File: config.mk
export PLATFORM = sky130hd
export DESIGN_NAME = pdi2c_top
export DESIGN_NICKNAME = d
export VERILOG_FILES = /design/src/rtl/pdi2c_pkg.sv /design/src/rtl/pdi2c_sync.sv /design/src/rtl/pdi2c_regfile.sv /design/src/rtl/pdi2c_top.sv
export SDC_FILE = /design/constraint.sdc
export NUM_CORES = 1
export LEC_CHECK = 0
export BUFFER_PORTS_ARGS = -buffer_cell sky130_fd_sc_hd__buf_2
export CORE_MARGIN = 3
export CORE_UTILIZATION = 42
export DETAILED_ROUTE_END_ITERATION = 10
export GPL_TIMING_DRIVEN = 0
export MAX_ROUTING_LAYER = met4
export PLACE_DENSITY_LB_ADDON = 0.15
export SYNTH_ARGS = -nofsm -noshare
export SYNTH_HDL_FRONTEND = slang
export SYNTH_SLANG_ARGS = --single-unit
File: constraint.sdc
create_clock -name i_mclk -period 5.5 [get_ports i_mclk]
set_input_delay 0 -clock i_mclk [delete_from_list [all_inputs] [get_ports i_mclk]]
set_output_delay 0 -clock i_mclk [all_outputs]
set_load 0.1 [all_outputs]
File: src/rtl/pdi2c_pkg.sv
// Constants and types shared by the two-wire output register block
package pdi2c_pkg;
    // ==========================================================
    // Register map
    localparam logic [3:0] REG_FIRST = 4'h0;  // Pointer after a fresh read
    localparam logic [3:0] REG_LAST  = 4'hB;  // Pointer saturates here
    localparam logic [3:0] CH1_OFS   = 4'h6;  // channel1_ramp_level
    localparam logic [3:0] CH4_OFS   = 4'h9;  // channel4_ramp_level
    localparam int         NUM_CH    = 4;     // Output channels

    // ==========================================================
    // Field layout of a channel byte
    localparam int         RAMP_MSB  = 7;     // ramp_duration_code
    localparam int         RAMP_LSB  = 5;
    localparam int         LEVEL_MSB = 4;     // Peak-to-peak level code
    localparam int         LEVEL_LSB = 0;
    localparam logic [7:0] CFG_RESET = 8'h00; // Channel byte after reset

    // ==========================================================
    // Serial framing
    localparam logic [3:0] BITS_BYTE = 4'h8;  // Data bits before the ack
    localparam logic [4:0] DEV_ADDR_HI_DEF = 5'h14; // Upper address, arbitrary
    localparam logic [3:0] SYNC_RESET = 4'hF; // Pins idle high

    // Channel byte split into its two codes
    typedef struct packed {
        logic [2:0] ramp_duration_code; // Ramp time selection
        logic [4:0] level_code;         // Peak-to-peak level
    } pdi2c_cfg_s;

    // Serial engine states
    typedef enum logic [3:0] {
        ST_IDLE, ST_ADDR, ST_ADDR_ACK, ST_PTR, ST_PTR_ACK,
        ST_WDATA, ST_WDATA_ACK, ST_RDATA, ST_RACK
    } pdi2c_state_e;
endpackage

File: src/rtl/pdi2c_sync.sv
// Two-flop synchroniser for the bus and strap pins
`timescale 1ns/100ps
module pdi2c_sync (
    // Clock and reset
    input  wire logic       i_mclk,
    input  wire logic       i_reset_n,
    // Asynchronous pins and their synchronised copy
    input  wire logic [3:0] i_async,
    output logic      [3:0] o_sync
);
    logic [3:0] meta_reg;  // First stage, read only by the second
    logic [3:0] sync_reg;  // Second stage
    logic [3:0] meta_next;
    logic [3:0] sync_next;

    // ==========================================================
    // Next values
    always_comb begin
        meta_next = i_async;
        sync_next = meta_reg;
    end

    // Registers
    always_ff @(posedge i_mclk) begin
        if (!i_reset_n) begin
            meta_reg <= pdi2c_pkg::SYNC_RESET;
            sync_reg <= pdi2c_pkg::SYNC_RESET;
        end else begin
            meta_reg <= meta_next;
            sync_reg <= sync_next;
        end
    end

    assign o_sync = sync_reg;
endmodule // pdi2c_sync

File: src/rtl/pdi2c_regfile.sv
// Channel configuration registers behind the serial pointer
`timescale 1ns/100ps
module pdi2c_regfile (
    // Clock and reset
    input  wire logic                   i_mclk,
    input  wire logic                   i_reset_n,
    // Write port
    input  wire logic                   i_wr_en,
    input  wire logic [3:0]             i_wr_addr,
    input  wire logic [7:0]             i_wr_data,
    // Read port
    input  wire logic [3:0]             i_rd_addr,
    output logic      [7:0]             o_rd_data,
    // Channel settings
    output pdi2c_pkg::pdi2c_cfg_s [3:0] o_chan_cfg
);
    pdi2c_pkg::pdi2c_cfg_s [3:0] cfg_reg;  // One byte per channel
    pdi2c_pkg::pdi2c_cfg_s [3:0] cfg_next;

    // True when the offset names a channel register
    function automatic logic is_chan(input logic [3:0] a);
        return (a >= pdi2c_pkg::CH1_OFS) && (a <= pdi2c_pkg::CH4_OFS);
    endfunction

    // Channel index of an offset
    function automatic logic [1:0] chan_idx(input logic [3:0] a);
        logic [3:0] d;
        d = a - pdi2c_pkg::CH1_OFS;
        return d[1:0];
    endfunction

    // ==========================================================
    // Write decode, bits 7..5 ramp code and 4..0 level code
    always_comb begin
        cfg_next = cfg_reg;
        if (i_wr_en && is_chan(i_wr_addr)) begin
            cfg_next[chan_idx(i_wr_addr)] = i_wr_data;
        end
    end

    // Registers
    always_ff @(posedge i_mclk) begin
        if (!i_reset_n) begin
            cfg_reg <= {pdi2c_pkg::NUM_CH{pdi2c_pkg::CFG_RESET}};
        end else begin
            cfg_reg <= cfg_next;
        end
    end

    // Read mux, unimplemented offsets read zero
    always_comb begin
        o_rd_data = 8'h00;
        if (is_chan(i_rd_addr)) begin
            o_rd_data = cfg_reg[chan_idx(i_rd_addr)];
        end
    end

    assign o_chan_cfg = cfg_reg;

    // Channel write lands in the addressed byte
    chan_write_a: assert property (@(posedge i_mclk) disable iff (!i_reset_n)
        i_wr_en && is_chan(i_wr_addr)
        |=> o_chan_cfg[chan_idx($past(i_wr_addr))] == $past(i_wr_data))
        else $error("channel byte not written");
endmodule // pdi2c_regfile

File: src/rtl/pdi2c_top.sv
// Two-wire slave port with pointer and channel output registers
`timescale 1ns/100ps
module pdi2c_top #(
    parameter logic [4:0] DEV_ADDR_HI = pdi2c_pkg::DEV_ADDR_HI_DEF
) (
    // Clock and reset
    input  wire logic                   i_mclk,
    input  wire logic                   i_reset_n,
    // Serial bus pins
    input  wire logic                   i_scl,
    input  wire logic                   i_sda_i,
    output logic                        o_sda_o,
    output logic                        o_sda_oe,
    // Address straps
    input  wire logic                   i_addr_strap_low,
    input  wire logic                   i_addr_strap_high,
    // Channel settings
    output pdi2c_pkg::pdi2c_cfg_s [3:0] o_chan_cfg
);
    // ==========================================================
    // Pin synchronisation and edge detection
    logic [3:0] pins_sync;  // {strap_high, strap_low, scl, sda}
    logic       scl_s;      // Synchronised clock
    logic       sda_s;      // Synchronised data
    logic       scl_d_reg;  // Clock one cycle back
    logic       sda_d_reg;  // Data one cycle back
    logic       scl_rise;   // Clock rising edge
    logic       scl_fall;   // Clock falling edge
    logic       start_det;  // Start condition
    logic       stop_det;   // Stop condition

    pdi2c_sync u_sync (
        .i_mclk    (i_mclk),
        .i_reset_n (i_reset_n),
        .i_async   ({i_addr_strap_high, i_addr_strap_low, i_scl, i_sda_i}),
        .o_sync    (pins_sync)
    );

    assign scl_s = pins_sync[1];
    assign sda_s = pins_sync[0];

    // Edges seen on the sampled link clock
    always_ff @(posedge i_mclk) begin
        if (!i_reset_n) begin
            scl_d_reg <= 1'b1;
            sda_d_reg <= 1'b1;
        end else begin
            scl_d_reg <= scl_s;
            sda_d_reg <= sda_s;
        end
    end

    assign scl_rise  = scl_s & ~scl_d_reg;
    assign scl_fall  = ~scl_s & scl_d_reg;
    assign start_det = scl_s & scl_d_reg & sda_d_reg & ~sda_s;
    assign stop_det  = scl_s & scl_d_reg & ~sda_d_reg & sda_s;

    // ==========================================================
    // Strap capture: follows the pins until the first start, then frozen.
    // The first edge after release would only see the synchroniser reset value.
    logic [1:0] strap_reg;      // Low slave address bits
    logic [1:0] strap_next;
    logic       strap_done_reg; // Capture has happened
    logic       strap_done_next;

    // Next values
    always_comb begin
        strap_next      = strap_reg;
        strap_done_next = strap_done_reg | start_det;
        if (!strap_done_reg) begin
            strap_next = pins_sync[3:2];
        end
    end

    // Registers
    always_ff @(posedge i_mclk) begin
        if (!i_reset_n) begin
            strap_reg      <= 2'b00;
            strap_done_reg <= 1'b0;
        end else begin
            strap_reg      <= strap_next;
            strap_done_reg <= strap_done_next;
        end
    end

    // ==========================================================
    // Serial engine state
    pdi2c_pkg::pdi2c_state_e state_reg, state_next; // Frame position
    logic [3:0] cnt_reg, cnt_next;       // Bits of current byte
    logic [7:0] shift_reg, shift_next;   // Receive shifter
    logic [7:0] tx_reg, tx_next;         // Transmit shifter
    logic [3:0] ptr_reg, ptr_next;       // Register pointer
    logic       oe_reg, oe_next;         // Data line pulled low
    logic       rw_reg, rw_next;         // Read direction latched
    logic       nack_reg, nack_next;     // Master answered not-ack
    logic       sess_reg, sess_next;     // Between start and stop
    logic       rep_reg, rep_next;       // Last start was repeated
    logic       hold_reg, hold_next;     // Start seen in this high pulse
    logic       wr_en;                   // Commit received byte
    logic [7:0] rd_data;                 // Byte at the pointer

    // Pointer step that stops at the last register
    function automatic logic [3:0] sat_inc(input logic [3:0] p);
        return (p >= pdi2c_pkg::REG_LAST) ? pdi2c_pkg::REG_LAST : p + 4'h1;
    endfunction

    pdi2c_regfile u_regs (
        .i_mclk     (i_mclk),
        .i_reset_n  (i_reset_n),
        .i_wr_en    (wr_en),
        .i_wr_addr  (ptr_reg),
        .i_wr_data  (shift_reg),
        .i_rd_addr  (ptr_reg),
        .o_rd_data  (rd_data),
        .o_chan_cfg (o_chan_cfg)
    );

    // Next state of the serial engine
    always_comb begin
        state_next = state_reg;
        cnt_next   = cnt_reg;
        shift_next = shift_reg;
        tx_next    = tx_reg;
        ptr_next   = ptr_reg;
        oe_next    = oe_reg;
        rw_next    = rw_reg;
        nack_next  = nack_reg;
        sess_next  = sess_reg;
        rep_next   = rep_reg;
        hold_next  = hold_reg & ~scl_fall;
        wr_en      = 1'b0;
        if (stop_det && !hold_reg) begin
            // Stop ends the frame wherever it falls, except in the same clock-high pulse as a start
            state_next = pdi2c_pkg::ST_IDLE;
            sess_next  = 1'b0;
            oe_next    = 1'b0;
        end else if (start_det) begin
            // Start or repeated start opens an address byte
            state_next = pdi2c_pkg::ST_ADDR;
            cnt_next   = 4'h0;
            rep_next   = sess_reg;
            sess_next  = 1'b1;
            hold_next  = 1'b1;
            oe_next    = 1'b0;
        end else begin
            unique case (state_reg)
                pdi2c_pkg::ST_IDLE: begin
                    // Released, waiting for a start
                    oe_next = 1'b0;
                end
                pdi2c_pkg::ST_ADDR, pdi2c_pkg::ST_PTR, pdi2c_pkg::ST_WDATA: begin
                    // Sample one bit per rising clock
                    if (scl_rise && cnt_reg < pdi2c_pkg::BITS_BYTE) begin
                        shift_next = {shift_reg[6:0], sda_s};
                        cnt_next   = cnt_reg + 4'h1;
                    end else if (scl_fall && cnt_reg == pdi2c_pkg::BITS_BYTE) begin
                        cnt_next = 4'h0;
                        oe_next  = 1'b1;
                        if (state_reg == pdi2c_pkg::ST_ADDR) begin
                            if (shift_reg[7:1] == {DEV_ADDR_HI, strap_reg}) begin
                                state_next = pdi2c_pkg::ST_ADDR_ACK;
                                rw_next    = shift_reg[0];
                                if (shift_reg[0] && !rep_reg) begin
                                    ptr_next = pdi2c_pkg::REG_FIRST;
                                end
                            end else begin
                                // Other slave addressed
                                state_next = pdi2c_pkg::ST_IDLE;
                                oe_next    = 1'b0;
                            end
                        end else if (state_reg == pdi2c_pkg::ST_PTR) begin
                            // Pointer byte, clamped to the map
                            state_next = pdi2c_pkg::ST_PTR_ACK;
                            ptr_next   = (shift_reg > {4'h0, pdi2c_pkg::REG_LAST}) ?
                                         pdi2c_pkg::REG_LAST : shift_reg[3:0];
                        end else begin
                            // Data byte stored at the pointer
                            state_next = pdi2c_pkg::ST_WDATA_ACK;
                            wr_en      = 1'b1;
                            ptr_next   = sat_inc(ptr_reg);
                        end
                    end
                end
                pdi2c_pkg::ST_ADDR_ACK: begin
                    // End of ack pulse: send first byte or take pointer
                    if (scl_fall) begin
                        cnt_next = 4'h0;
                        if (rw_reg) begin
                            state_next = pdi2c_pkg::ST_RDATA;
                            tx_next    = {rd_data[6:0], 1'b0};
                            oe_next    = ~rd_data[7];
                        end else begin
                            state_next = pdi2c_pkg::ST_PTR;
                            oe_next    = 1'b0;
                        end
                    end
                end
                pdi2c_pkg::ST_PTR_ACK, pdi2c_pkg::ST_WDATA_ACK: begin
                    // Release after the ninth pulse, more data may follow
                    if (scl_fall) begin
                        state_next = pdi2c_pkg::ST_WDATA;
                        cnt_next   = 4'h0;
                        oe_next    = 1'b0;
                    end
                end
                pdi2c_pkg::ST_RDATA: begin
                    // Shift out on falling clock, counted on rising
                    if (scl_rise) begin
                        cnt_next = cnt_reg + 4'h1;
                    end else if (scl_fall) begin
                        if (cnt_reg == pdi2c_pkg::BITS_BYTE) begin
                            state_next = pdi2c_pkg::ST_RACK;
                            oe_next    = 1'b0;
                            ptr_next   = sat_inc(ptr_reg);
                        end else begin
                            oe_next = ~tx_reg[7];
                            tx_next = {tx_reg[6:0], 1'b0};
                        end
                    end
                end
                pdi2c_pkg::ST_RACK: begin
                    // Master answers the byte
                    if (scl_rise) begin
                        nack_next = sda_s;
                    end else if (scl_fall) begin
                        cnt_next = 4'h0;
                        if (nack_reg) begin
                            state_next = pdi2c_pkg::ST_IDLE;
                            oe_next    = 1'b0;
                        end else begin
                            state_next = pdi2c_pkg::ST_RDATA;
                            tx_next    = {rd_data[6:0], 1'b0};
                            oe_next    = ~rd_data[7];
                        end
                    end
                end
                default: begin
                    state_next = pdi2c_pkg::ST_IDLE;
                    oe_next    = 1'b0;
                end
            endcase
        end
    end

    // Registers of the serial engine
    always_ff @(posedge i_mclk) begin
        if (!i_reset_n) begin
            state_reg <= pdi2c_pkg::ST_IDLE;
            cnt_reg   <= 4'h0;
            shift_reg <= 8'h00;
            tx_reg    <= 8'h00;
            ptr_reg   <= pdi2c_pkg::REG_FIRST;
            oe_reg    <= 1'b0;
            rw_reg    <= 1'b0;
            nack_reg  <= 1'b0;
            sess_reg  <= 1'b0;
            rep_reg   <= 1'b0;
            hold_reg  <= 1'b0;
        end else begin
            state_reg <= state_next;
            cnt_reg   <= cnt_next;
            shift_reg <= shift_next;
            tx_reg    <= tx_next;
            ptr_reg   <= ptr_next;
            oe_reg    <= oe_next;
            rw_reg    <= rw_next;
            nack_reg  <= nack_next;
            sess_reg  <= sess_next;
            rep_reg   <= rep_next;
            hold_reg  <= hold_next;
        end
    end

    // Open-drain: the data value is always low, only the enable moves
    always_ff @(posedge i_mclk) begin
        o_sda_o <= 1'b0;
    end

    assign o_sda_oe = oe_reg;

    // ==========================================================
    // Checks
    start_opens_addr_a: assert property (@(posedge i_mclk) disable iff (!i_reset_n)
        start_det && !(stop_det && !hold_reg)
        |=> state_reg == pdi2c_pkg::ST_ADDR && cnt_reg == 4'h0 && !oe_reg)
        else $error("start did not open an address byte");

    stop_release_a: assert property (@(posedge i_mclk) disable iff (!i_reset_n)
        stop_det && !hold_reg |=> state_reg == pdi2c_pkg::ST_IDLE && !o_sda_oe && !sess_reg)
        else $error("stop did not end the frame");

    ptr_bound_a: assert property (@(posedge i_mclk) disable iff (!i_reset_n)
        ptr_reg <= pdi2c_pkg::REG_LAST)
        else $error("pointer beyond last register");

    fresh_read_a: assert property (@(posedge i_mclk) disable iff (!i_reset_n)
        state_reg == pdi2c_pkg::ST_ADDR && scl_fall && cnt_reg == 4'h8 && !rep_reg
        && shift_reg == {DEV_ADDR_HI, strap_reg, 1'b1} && !start_det && !stop_det
        |=> ptr_reg == pdi2c_pkg::REG_FIRST && o_sda_oe)
        else $error("fresh read did not reset pointer");

    ack_hold_a: assert property (@(posedge i_mclk) disable iff (!i_reset_n)
        (state_reg == pdi2c_pkg::ST_PTR_ACK || state_reg == pdi2c_pkg::ST_WDATA_ACK)
        && scl_s |-> o_sda_oe)
        else $error("ack released during ninth pulse");

    drive_on_fall_a: assert property (@(posedge i_mclk) disable iff (!i_reset_n)
        $rose(o_sda_oe) |-> $past(scl_fall))
        else $error("data line pulled outside a clock fall");

    drive_states_a: assert property (@(posedge i_mclk) disable iff (!i_reset_n)
        o_sda_oe |-> state_reg inside {pdi2c_pkg::ST_ADDR_ACK, pdi2c_pkg::ST_PTR_ACK,
                                       pdi2c_pkg::ST_WDATA_ACK, pdi2c_pkg::ST_RDATA})
        else $error("data line pulled in a listening state");

    write_step_a: assert property (@(posedge i_mclk) disable iff (!i_reset_n)
        wr_en && ptr_reg < pdi2c_pkg::REG_LAST |=> ptr_reg == $past(ptr_reg) + 4'h1)
        else $error("pointer did not advance after write");

    nack_idle_a: assert property (@(posedge i_mclk) disable iff (!i_reset_n)
        state_reg == pdi2c_pkg::ST_RACK && nack_reg && scl_fall && !start_det && !stop_det
        |=> state_reg == pdi2c_pkg::ST_IDLE ##1 !o_sda_oe)
        else $error("not-ack did not release the line");
endmodule // pdi2c_top

==> metrics, run 1 <==
number of global-route vias before repair 2916; DRC Markers 0; Syn Std Cell Area 0.00388 mm^2; initial cell density of the core 43.8%; largest family of logic cells by synthesized area simple AND/OR/NAND/NOR gates; number of flip-flops in the largest register 32; clk slew on worst S/H paths 90 ps; DR iter-0 viols 153; largest net degree at the start of global routing 15; status complete, but fails checks; mux cell area share after synthesis 16.5%; Mapped Avg Cell Area 9.69 um^2; DIE HEIGHT 102 um; Gate Count Post-Synth 400; Synth Warn # 0; worst slew pin tran 761 ps; hold slack -4.81 ps; PortBufs 37; IO Count 40; failing checks hold timing; register bit total from synthesis 78; vias 3122; VDD IR max 0.148 mV; Syn Nets 412; Final nets 464; area grow syn2layout 13.8%; Post-Route Skew 9.43 ps; H-tree depth 3; CP Class reg2reg; Post-CTS Resized 0; CP Launch Type flop; P_leak 2.02 nW; first-pass GRT wire length 15000 um; arrival time worst endpoint 2840 ps; Rel. slew slack 48.7%; crit-path max FO 10; HPWL Detailed 6560 um; CTS tree built; commonest cells after routing, fill and taps aside dfxtp_1, nor2b_1, mux2i_1, buf_2, nand2_1; Design Area, Final 0.00441 mm^2; Clock Path Buffers 2; clock sink total 78; setup TNS 0 ps; maximum capacitance violations 0; WL final 9280 um; Fmax achieved 389 MHz; final worst path period share 46.7%; Post-DP Area 0.00420 mm^2; area share of and/or/nand/nor cells after synthesis 23.8%; DIE WIDTH 102 um; WL/cell 16.4 um; XOR/XNOR Fraction of Synth Area 1.13%; register area share after synthesis 40.3%; post-synthesis adder-cell area fraction 1.94%; post-layout util 49.8%; Slew Limit Fails 0; PwrDens 230 mW/mm^2; DRT Pass-1 Iters 5; Async SR Flop Fraction 0%; antenna-violating nets left 0; Final setup violation count 0; Primary FF master, synth dfxtp_1; die footprint 0.0104 mm^2; Post-synth EDFFs 0; GRT Total Usage 19.1%; Hold Fails Final Rpt 1; Root Driver clkbuf_8; worst skew pair latency 350 ps; Synth Area in Compound Gates 12.0%; Hold Crit Class in2reg; GR Overflow Total 0; commonest non-fill, non-tap cell in the layout dfxtp_1; fin crit period 2570 ps; core area 0.00885 mm^2; Critical Path RT 5770 ps; Placer Congestion 0.878; num rows 34; Unique masters post-synth 57; initial antenna violation count 0; CTS buffer count 9; RSZ-0062 raised after global routing no; layout cells sized above 1 16.8%; Setup crit end kind flop; ant diodes 0; post-DR vias/cell 5.53
per-layer routing:
layer / track usage (%) / share of wire, % / vias to the layer above
met2: 27.5 / 45 / 75
li1: - / - / 1529
met4: 4.84 / 1.1 / 0
met1: 27.4 / 50 / 1503
met5: - / 0 / -
met3: 3.96 / 4.3 / 15
metrics by stage:
step	setup WS (ps)	cells	power, mW
6_report	2930	565	1.02
3_3_place_gp	3000	545	0.632
5_1_grt	2760	565	1.05
4_1_cts	2940	565	1.02
2_1_floorplan	3440	400	0.621
3_5_place_dp	2960	545	0.633
power breakdown:
| group | total [mW] | switching (mW) | internal, mW |
|---|---|---|---|
| combinational | 0.0476 | 0.0277 | 0.0199 |
| sequential | 0.574 | 0.00380 | 0.570 |
| clock | 0.394 | 0.228 | 0.166 |
| total | 1.02 | 0.259 | 0.756 |
worst paths after layout:
check / to / start / slack (ps) / cells past startpoint
setup / recovery: o_sda_oe / ptr_reg[1] / 2930 / 8
hold / removal: scl_d_reg / i_reset_n / -5 / 2
setup reg to reg: o_sda_oe / ptr_reg[1] / 2930 / 8
hold reg to reg: u_sync.o_sync[1] / u_sync.meta_reg[1] / 410 / 1
area by class of cell:
type | count | area, um^2
buffer | 26 | 134
multi-input combinational | 288 | 2150
inverter | 8 | 30.0
sequential | 78 | 1560
tap | 108 | 135
fill | 875 | 4440
timing repair buffer | 41 | 225
clock buffer | 10 | 128
clock inverter | 6 | 46.3
logic make-up (layout without fill, tap and decap cells):
| logic type | after synthesis | in the layout |
|---|---|---|
| other | 1 | 1 |
| AOI/OAI and AO/OA | 66 | 66 |
| adders and majority gates | 6 | 6 |
| and+or+nand+nor | 156 | 156 |
| buffers and inverters | 34 | 91 |
| xor gates and xnor gates | 5 | 5 |
| muxes | 54 | 54 |
| DFF | 78 | 78 |
critical path: stages, from the launching register on:
cell,delay (ps)
dfxtp_1,420
clkbuf_1,540
inv_1,140
ha_1,250
nor2_1,140
o22ai_2,190
a2111oi_0,500
a21oi_1,150
o22ai_1,180
repair_timing:
action	in CTS	in global routing
hold buffers	4	0
setup buffers	0	0
endpoints found under the hold margin	4	0
synth_stat cells (all sizes together), types with 3 or more instances:
| cell type | instances | area, um^2 |
|---|---|---|
| nor3 | 6 | 30.0 |
| mux2i | 46 | 460 |
| a31oi | 3 | 18.8 |
| buf | 10 | 73.8 |
| clkbuf | 16 | 60.1 |
| a21oi | 12 | 60.1 |
| or2b | 3 | 22.5 |
| dfxtp | 78 | 1560 |
| nor2 | 12 | 45.0 |
| and3 | 7 | 43.8 |
| nand4 | 5 | 65.1 |
| nand2b | 18 | 113 |
| o21ai | 11 | 55.1 |
| ha | 6 | 75.1 |
| nand2 | 26 | 97.6 |
| nand3 | 10 | 50.1 |
| inv | 8 | 30.0 |
| nor2b | 50 | 313 |
| mux4 | 8 | 180 |
| o21a | 3 | 22.5 |
| o22ai | 6 | 43.8 |
| or3 | 6 | 37.5 |
| a211oi | 8 | 60.1 |
| a221o | 6 | 60.1 |
| xnor2 | 4 | 35.0 |
(Power assumes the default switching activity.)
==> run 2, diff against run 1 <==
clock period = 2.5 ns   (was 5.5 ns; I/O delays follow)
==> metrics, run 2 (synthesis gave the netlist of run 1 again) <==
DRC Markers 0; P_leak 2.02 nW; CP Class reg2reg; first-pass GRT wire length 15000 um; Clock Path Buffers 2; Design Area, Final 0.00441 mm^2; Hold Crit Class in2reg; RSZ-0062 raised after global routing no; CTS buffer count 9; Post-DP Area 0.00420 mm^2; ant diodes 0; Slew Limit Fails 0; Final Power 2.23 mW; DR iter-0 viols 153; die footprint 0.0104 mm^2; max incr delay on CP 490 ps; H-tree depth 3; worst slew pin tran 761 ps; antenna-violating nets left 0; initial antenna violation count 0; Root Driver clkbuf_8; layout cells sized above 1 17.1%; failing checks hold timing; Post-Layout Cell Count 565; Final setup violation count 0; DP Cell Count 545; Fmax achieved 429 MHz; WL/cell 16.4 um; DIE HEIGHT 102 um; GR Overflow Total 0; CTS tree built; core area 0.00885 mm^2; initial cell density of the core 43.8%; CP Launch Type flop; maximum capacitance violations 0; clk slew on worst S/H paths 90 ps; Placer Congestion 0.878; vias 3124; DIE WIDTH 102 um; Rel. slew slack 48.7%; Post-Route Skew 9.19 ps; WL final 9270 um; worst skew pair latency 350 ps; number of global-route vias before repair 2916; VDD IR max 0.326 mV; CP cell instances clkbuf_4, inv_1, ha_1, nor2_1, o22ai_2, a2111oi_0, a21oi_1, o22ai_1; Max stage delay cell, worst path a2111oi_0; post-DR vias/cell 5.53; crit-path max FO 10; IO Count 40; final worst path period share 93.2%; commonest cells after routing, fill and taps aside dfxtp_1, nor2b_1, mux2i_1, buf_2, nand2_1; Final nets 464; hold slack -5.19 ps; r2r setup slk 170 ps; area grow syn2layout 13.9%; commonest non-fill, non-tap cell in the layout dfxtp_1; setup TNS 0 ps; fin crit period 2330 ps; Setup crit end kind flop; PwrDens 506 mW/mm^2; GRT Total Usage 19.1%; Critical Path RT 2770 ps; largest net degree at the start of global routing 15; status complete, but fails checks; arrival time worst endpoint 2600 ps; num rows 34; PortBufs 37; Hold Fails Final Rpt 1; clock sink total 78; number of flip-flops in the largest register 32; HPWL Detailed 6560 um; DRT Pass-1 Iters 5; total setup buffers inserted after CTS 0
run 2: layout make-up:
| cell class | instances | area [um^2] |
|---|---|---|
| Clock buffer | 10 | 128 |
| Clock inverter | 6 | 46.3 |
| Tap cell | 108 | 135 |
| Timing Repair Buffer | 41 | 225 |
| Sequential cell | 78 | 1560 |
| Buffer | 26 | 138 |
| Fill cell | 873 | 4430 |
| Multi-Input combinational cell | 288 | 2150 |
| Inverter | 8 | 30.0 |
run 2: metal layers:
metal  track usage [%]  vias to the layer above  wire length (um)
met5                 -                        -                 0
met4              4.84                        0               100
met3              3.96                       15               375
met2              27.5                       74              4200
met1              27.4                     1504              4600
li1                  -                     1531                 -
run 2: report_power, final:
group / internal [mW] / switching, mW
combinational: 0.0438 / 0.0608
sequential: 1.25 / 0.00836
clock: 0.366 / 0.499
run 2: timing repair:
item | in CTS | in global routing
setup endpoints to repair | 6 | 7
gates resized for setup | 1 | 1
hold buffers | 4 | 0
endpoints found under the hold margin | 4 | 0
run 2: final timing paths:
kind                                         start               end  cells past startpoint
worst min register to register  u_sync.meta_reg[1]  u_sync.o_sync[1]                      1
worst min-delay path                     i_reset_n         scl_d_reg                      2
worst max-delay path                    ptr_reg[0]          o_sda_oe                      8
worst max register to register          ptr_reg[0]          o_sda_oe                      8
run 2: worst max-delay path: cells and delay by family (launching register included):
kind                     cells  cell delay [ps]
AO/OA/AOI/OAI                4             1010
adder cells (fa/ha/maj)      1              230
flip-flops                   1              460
AND/OR/NAND/NOR              1              140
buffers and inverters        2              410
run 2: metrics by stage:
stage	utilization, %	setup WS (ps)
after global placement	47.4	-3.51
after global routing	49.9	11.7
after CTS	49.9	109
after detailed placement	47.4	-39.6
after floorplan	-	443
final	49.9	169
